File: config.mk
export PLATFORM = sky130hd
export DESIGN_NAME = asb_status_bank
export DESIGN_NICKNAME = d
export VERILOG_FILES = /design/src/rtl/asb_pkg.sv /design/src/rtl/asb_flag_calc.sv /design/src/rtl/asb_status_bank.sv
export SDC_FILE = /design/constraint.sdc
export NUM_CORES = 1
export LEC_CHECK = 0
export BUFFER_PORTS_ARGS = -buffer_cell sky130_fd_sc_hd__buf_2
export CAP_MARGIN = 30
export CORE_MARGIN = 10
export CORE_UTILIZATION = 48
export DETAILED_ROUTE_END_ITERATION = 10
export GPL_TIMING_DRIVEN = 0
export PLACE_DENSITY_LB_ADDON = 0.15
export SLEW_MARGIN = 5
export SYNTH_ARGS = -nofsm -noshare
export SYNTH_HDL_FRONTEND = slang
export SYNTH_HIERARCHICAL = 1
export SYNTH_SLANG_ARGS = --single-unit
File: constraint.sdc
create_clock -name CLK -period 3.2 [get_ports CLK]
set_clock_uncertainty 0.15 [all_clocks]
set_input_delay 0.16 -clock CLK [delete_from_list [all_inputs] [get_ports CLK]]
set_output_delay 0.16 -clock CLK [all_outputs]
set_load 0.02 [all_outputs]
File: src/rtl/asb_pkg.sv
// package: status register layout, addresses and operation codes
package asb_pkg;
    localparam logic [8:0] ADDR_STATUS_B0 = 9'h003;
    localparam logic [8:0] ADDR_POINTER_B0 = 9'h004;
    localparam logic [8:0] ADDR_STATUS_B2 = 9'h103;
    localparam logic [8:0] ADDR_POINTER_B2 = 9'h104;
    localparam logic [8:0] ADDR_STATUS_B3 = 9'h183;
    localparam logic [8:0] ADDR_POINTER_B3 = 9'h184;
    localparam int BIT_IND_BANK = 7;
    localparam int BIT_DIR_BANK_HI = 6;
    localparam int BIT_DIR_BANK_LO = 5;
    localparam int BIT_WDOG_EXP = 4;
    localparam int BIT_SLEEP_ENT = 3;
    localparam int BIT_NULL = 2;
    localparam int BIT_NIBBLE = 1;
    localparam int BIT_MSB = 0;
    localparam int NIBBLE_W = 4;
    localparam logic [7:0] STATUS_RESET = 8'h18;
    localparam logic [7:0] POINTER_RESET = 8'h00;
    localparam logic [7:0] WRITE_KEEP_MASK = 8'h18;
    typedef enum logic [2:0] {
        ASB_OP_NONE = 3'b000,
        ASB_OP_ADD = 3'b001,
        ASB_OP_SUB = 3'b010,
        ASB_OP_LOGIC = 3'b011,
        ASB_OP_ROR = 3'b100,
        ASB_OP_ROL = 3'b101,
        ASB_OP_PASS = 3'b110
    } asb_op_t;
endpackage : asb_pkg

File: src/rtl/asb_flag_calc.sv
// flag results of one datapath operation
`timescale 1ns/1ps
module asb_flag_calc (
    input wire asb_pkg::asb_op_t op,
    input wire logic [7:0] opa,
    input wire logic [7:0] opb,
    input wire logic carry_in,
    output logic [7:0] result,
    output logic null_out,
    output logic nibble_out,
    output logic msb_out,
    output logic sets_null,
    output logic sets_carries
);
    import asb_pkg::*;
    logic [8:0] sum;
    logic [4:0] low;
    logic [7:0] addend;
    always_comb begin
        // subtract adds the complement: carries read as no-borrow
        addend = (op == ASB_OP_SUB) ? ~opb : opb;
        sum = {1'b0, opa} + {1'b0, addend} + {8'h00, op == ASB_OP_SUB};
        low = {1'b0, opa[NIBBLE_W-1:0]} + {1'b0, addend[NIBBLE_W-1:0]}
            + {4'h0, op == ASB_OP_SUB};
        result = opb;
        nibble_out = 1'b0;
        msb_out = 1'b0;
        sets_null = 1'b0;
        sets_carries = 1'b0;
        case (op)
            ASB_OP_ADD, ASB_OP_SUB: begin
                result = sum[7:0];
                nibble_out = low[NIBBLE_W];
                msb_out = sum[8];
                sets_null = 1'b1;
                sets_carries = 1'b1;
            end
            ASB_OP_LOGIC: begin
                result = opa;
                sets_null = 1'b1;
            end
            ASB_OP_ROR: begin
                result = {carry_in, opb[7:1]};
                msb_out = opb[0];
                sets_carries = 1'b1;
            end
            ASB_OP_ROL: begin
                result = {opb[6:0], carry_in};
                msb_out = opb[7];
                sets_carries = 1'b1;
            end
            default: result = opb;
        endcase
        null_out = (result == 8'h00);
    end
endmodule : asb_flag_calc

File: src/rtl/asb_status_bank.sv
// status register, bank select and data address former
//
// The plain strobed port was left to the implementer.
`timescale 1ns/1ps
// Behaviour
// - status register writable like any file register
// - flag-updating writes keep computed result flags
// - software cannot write reset-status bits
// - bit 7 picks indirect bank pair
// - bits 6-5 pick direct bank
// - watchdog flag set power-up/clear/sleep, cleared timeout
// - sleep flag set power-up/clear, cleared by sleep
// - null flag follows zero result
// - nibble flag is carry from bit 3
// - msb flag is carry from bit 7
// - subtract adds two's complement, carries invert borrow
// - rotates load msb flag with shifted bit
// - reset gives 0001 1xxx, flags zero here
module asb_status_bank (
    input wire logic CLK,
    input wire logic RESETN,
    input wire logic [8:0] ADDR,
    input wire logic [7:0] WDATA,
    input wire logic WR,
    input wire logic RD,
    output logic [7:0] RDATA,
    input wire asb_pkg::asb_op_t OP,
    input wire logic [7:0] OPA,
    input wire logic [7:0] OPB,
    input wire logic OP_VALID,
    output logic [7:0] OP_RESULT,
    input wire logic WDOG_CLEAR,
    input wire logic SLEEP_EXEC,
    input wire logic WDOG_TIMEOUT,
    input wire logic [6:0] DIRECT_OPERAND,
    output logic [8:0] DIRECT_ADDR,
    output logic [8:0] INDIRECT_ADDR,
    output logic [7:0] STATUS_VALUE
);
    import asb_pkg::*;
    logic [7:0] status_r;
    logic [7:0] status_nxt;
    logic [7:0] pointer_r;
    logic [7:0] pointer_nxt;
    logic [7:0] rdata_r;
    logic [7:0] rdata_nxt;
    logic [7:0] result;
    logic null_f;
    logic nibble_f;
    logic msb_f;
    logic sets_null;
    logic sets_carries;
    logic hit_status;
    logic hit_pointer;
    logic op_go;

    asb_flag_calc u_calc (
        .op(OP),
        .opa(OPA),
        .opb(OPB),
        .carry_in(status_r[BIT_MSB]),
        .result(result),
        .null_out(null_f),
        .nibble_out(nibble_f),
        .msb_out(msb_f),
        .sets_null(sets_null),
        .sets_carries(sets_carries)
    );

    // status is mirrored in every bank at the same low address
    assign hit_status = (ADDR == ADDR_STATUS_B0)
        || (ADDR == ADDR_STATUS_B0 + 9'h080)
        || (ADDR == ADDR_STATUS_B2) || (ADDR == ADDR_STATUS_B3);
    assign hit_pointer = (ADDR == ADDR_POINTER_B0)
        || (ADDR == ADDR_POINTER_B0 + 9'h080)
        || (ADDR == ADDR_POINTER_B2) || (ADDR == ADDR_POINTER_B3);
    assign op_go = OP_VALID && (OP != ASB_OP_NONE);

    always_comb begin
        status_nxt = status_r;
        pointer_nxt = pointer_r;
        // ordinary destination write; reset-status bits held
        if (WR && hit_status) begin
            status_nxt = (WDATA & ~WRITE_KEEP_MASK)
                | (status_r & WRITE_KEEP_MASK);
        end
        if (WR && hit_pointer) begin
            pointer_nxt = WDATA;
        end
        // flag results applied after the write so they override it
        if (op_go && sets_null) begin
            status_nxt[BIT_NULL] = null_f;
        end
        if (op_go && sets_carries) begin
            status_nxt[BIT_MSB] = msb_f;
            if (OP == ASB_OP_ADD || OP == ASB_OP_SUB) begin
                status_nxt[BIT_NIBBLE] = nibble_f;
            end
        end
        // hardware events; timeout wins over a coincident clear
        if (WDOG_CLEAR) begin
            status_nxt[BIT_WDOG_EXP] = 1'b1;
            status_nxt[BIT_SLEEP_ENT] = 1'b1;
        end
        if (SLEEP_EXEC) begin
            status_nxt[BIT_WDOG_EXP] = 1'b1;
            status_nxt[BIT_SLEEP_ENT] = 1'b0;
        end
        if (WDOG_TIMEOUT) begin
            status_nxt[BIT_WDOG_EXP] = 1'b0;
        end
        rdata_nxt = 8'h00;
        if (RD && hit_status) begin
            rdata_nxt = status_r;
        end else if (RD && hit_pointer) begin
            rdata_nxt = pointer_r;
        end
    end

    always_ff @(posedge CLK) begin
        if (!RESETN) begin
            status_r <= STATUS_RESET;
            pointer_r <= POINTER_RESET;
            rdata_r <= 8'h00;
        end else begin
            status_r <= status_nxt;
            pointer_r <= pointer_nxt;
            rdata_r <= rdata_nxt;
        end
    end

    assign RDATA = rdata_r;
    assign OP_RESULT = result;
    assign STATUS_VALUE = status_r;
    assign DIRECT_ADDR = {status_r[BIT_DIR_BANK_HI:BIT_DIR_BANK_LO],
        DIRECT_OPERAND};
    assign INDIRECT_ADDR = {status_r[BIT_IND_BANK], pointer_r};
endmodule : asb_status_bank

==> results.md <==
* Simple-gate area share of the yosys netlist at a little under a quarter
* DR vias/cell at between 6 and 7
* Seq/Total Area, Yosys at a little under a quarter
* First DRT Iteration DRCs at ~190
* Total Routing Usage GR at between 10% and 20%
* Layout Nets at 430
* Max cap viols at 0
* Post-synth EDFFs at 0
* Worst endpoint data arrival time at 3.16 ns
* Core Util, Final at 65.2%
* Avg Cell Area, Syn at a little under 8 µm²
* Placed Cells at between 400 and 500
* Sequential Power Share at between 30% and 40%
* Post-DP HPWL at between 5000 and 6000 µm
* Area share of the largest cell type after synthesis at 22.6%
* Top post-synthesis cells by area: dfxtp_1, nand4_1, a21oi_1
* CTS tree: done
* Sw Share at between 30% and 40%
* Switching power total at roughly 320 µW
* Outcome: finished clean
* Worst-path clk slew at around 0.090 ns
* GRT overflow at 0
* Count of final hold-check violations at 0
* Comb power frac at a little under two fifths
* Largest family of logic cells by synthesized area: compound AO/OA/AOI/OAI gates
* Critical Path Sink Type: flip-flop
* Relative slew slack at roughly three fifths
* CTS H-tree depth at 1
* IO Pins at 93
* Share of layout cells above drive strength 1 at 31.6%
* Leak pwr at 0.00123 µW
* DR vias at about 2,600
* Final setup violation count at 0
* Antenna diodes at 0
* WL per Instance at around 18 µm
* Dominant cell type by area after synthesis: dfxtp_1
* Async SR Flop Fraction at 0%
* Clk_lat worst skew at about 0.28 ns
* FF-to-FF setup slack at around 0.9 ns
* Maximum VDD drop at around 270 µV
* Netlist Area Pre-Place at roughly 0.0021 mm²
* Power Dens Cells at 331 mW/mm²
* Distinct cells, synth at just under 60
* Site row count at 24
* Largest net degree at the start of global routing at 15
* CP Launch Type: input port
* Hold Crit Class: in -> reg
* Most used flip-flop cell after synthesis: dfxtp_1
* TNS Setup at 0 ns
* Internal power at ~620 µW
* Worst-Margin Slew at around 0.63 ns
* Mapped Cells at 270
* Synth-to-Final Area Change at 32.9%
* Mux cell area share after synthesis at around 2%
* Seq cells post-synth at 24
* Fillcell total at between 300 and 400
* Final ANT Viol Nets at 0
* Number of CTS-inserted buffers at 3
* Initial core utilization at 49.1%
* GP Congestion at around 0.93
* Core Region at about 0.0043 mm²
* Post-DP Area at between 0.002 and 0.003 mm²
* Port Buffers at 82
* First-pass GRT wire length at approximately 12,000 µm
* Total wire length at approximately 7500 µm
* Max Buffers Root-to-Sink at 2
* Post-route insts no fill at between 400 and 500
* Die width at a little under 90 µm
* Final instance area at between 0.002 and 0.003 mm²
* Top-count cell post-synth: nand4_1
* CP Class: in -> reg
* Min Tclk post-route at between 3 and 4 ns
* CTS Sinks at 24
* Clock Root Buffer: clkbuf_8
* Crit path required time at roughly 3.3 ns
* Slew Viols, Final at 0
* Vias in the first global route at 2,510
* XOR/XNOR Fraction of Synth Area at under 10%
* Final Power at 935 µW
* Commonest cells post-synth: nand4_1, a21oi_1, dfxtp_1
* Compound-Gate Fraction of Synth Area at between 20% and 30%
* Die Area at approximately 0.0075 mm²
* Antenna violations before repair at 0
* Adder-cell share of the synthesized area at 6.84%
* TritonRoute pass-1 iters at 5
* Period utilization at between 90% and 100%
* Synth warn at 6
* DRC viols at 0
* Die Span Y at around 87 µm
* Post-synthesis net count at ~330
* Clock power frac at between 20 and 30%
* Critical-path maximum fanout at 10
* F_max at 323 MHz
## metrics by stage
step / worst slack (ns) / hold slack [ns]
floorplan: 0.132 / 0.0862
global placement: -0.457 / 0.213
detailed placement: -0.429 / 0.211
CTS: 0.0675 / 0.00404
global route: -0.0487 / 0.0192
finish: 0.0996 / 0.00546
## kinds of logic (layout without fill, tap and decap cells)
logic type	count (synthesis)	after routing
fa+ha+maj	11	11
simple gates	85	85
mux	4	4
xor+xnor	12	12
flops	24	24
compound gates	91	91
buf+inv	43	140
## area by class of cell
| class | instances | area (µm²) | share of cell area, % |
|---|---|---|---|
| Tap cell | 52 | 65.1 | 2.31 |
| Sequential cell | 24 | 480 | 17.0 |
| Timing Repair Buffer | 93 | 528 | 18.7 |
| Multi-Input combinational cell | 203 | 1460 | 51.7 |
| Buffer | 32 | 178 | 6.30 |
| Clock inverter | 1 | 30.0 | 1.06 |
| Clock buffer | 3 | 41.3 | 1.46 |
| Inverter | 11 | 41.3 | 1.46 |
## path summary, 6_finish.rpt
| path | start | end | cells after the start |
|---|---|---|---|
| min reg2reg | pointer_r[6] | RDATA[6] | 2 |
| max | OP[0] | STATUS_VALUE[2] | 15 |
| max reg2reg | STATUS_VALUE[0] | STATUS_VALUE[2] | 8 |
| min | WDATA[5] | pointer_r[5] | 3 |
## critical path, cell delays in order
cell       delay, ns
buf_2           0.13
buf_2           0.21
nor3b_4         0.24
buf_6           0.15
xnor2_1         0.14
inv_1           0.08
fa_1            0.45
nand2b_1        0.23
o2bb2ai_1       0.21
xor2_1          0.16
o221a_2         0.22
o211ai_1        0.09
nor4b_2         0.37
o21ai_1         0.14
a31oi_1         0.15
## cell usage in the layout, fill, tap and decap left out, drive strengths merged, types with 2 or more instances in the layout
cell / n
buf: 103
nand4: 30
a21oi: 26
dfxtp: 24
nor2: 17
clkbuf: 16
o31ai: 15
inv: 10
ha: 10
nand2: 9
dlygate4sd3: 9
a31oi: 9
nand2b: 8
xor2: 7
o211ai: 7
o21ai: 7
xnor2: 5
a21o: 4
nor3: 3
a222oi: 3
nor3b: 3
o311ai: 2
mux2: 2
and4b: 2
o221ai: 2
a2bb2oi: 2
a221oi: 2
o21a: 2
mux2i: 2
or4: 2
and2: 2
nor4b: 2
## layer usage
layer | track usage [%] | routed length [µm] | vias to the layer above
met1 | 19.9 | 2880 | 1210
met4 | 6.33 | 108 | 0
met3 | 4.88 | 788 | 13
met2 | 33.9 | 3670 | 165
li1 | - | - | 1225
met5 | 0 | 0 | -
## power by group through the flow
stage                     sequential, µW  clock [µW]  combinational [µW]
final                                307         272                 356
after global routing                 308         288                 386
after CTS                            307         273                 343
after detailed placement             314           0                 331
after global placement               314           0                 326
after floorplan                      318           0                 216
## what timing repair did
item / 4_1_cts / 5_1_grt
buffers inserted: 0 / 2
setup endpoints to repair: 1 / 2
gates resized for setup: 3 / 5
hold buffers: 9 / 0
pin swaps: 0 / 1
endpoints found under the hold margin: 8 / 0
## state kept, by name, indices dropped and copies added, names as in the netlist
name          flops
STATUS_VALUE      8
RDATA             8
pointer_r         8
(Power assumes the default switching activity.)
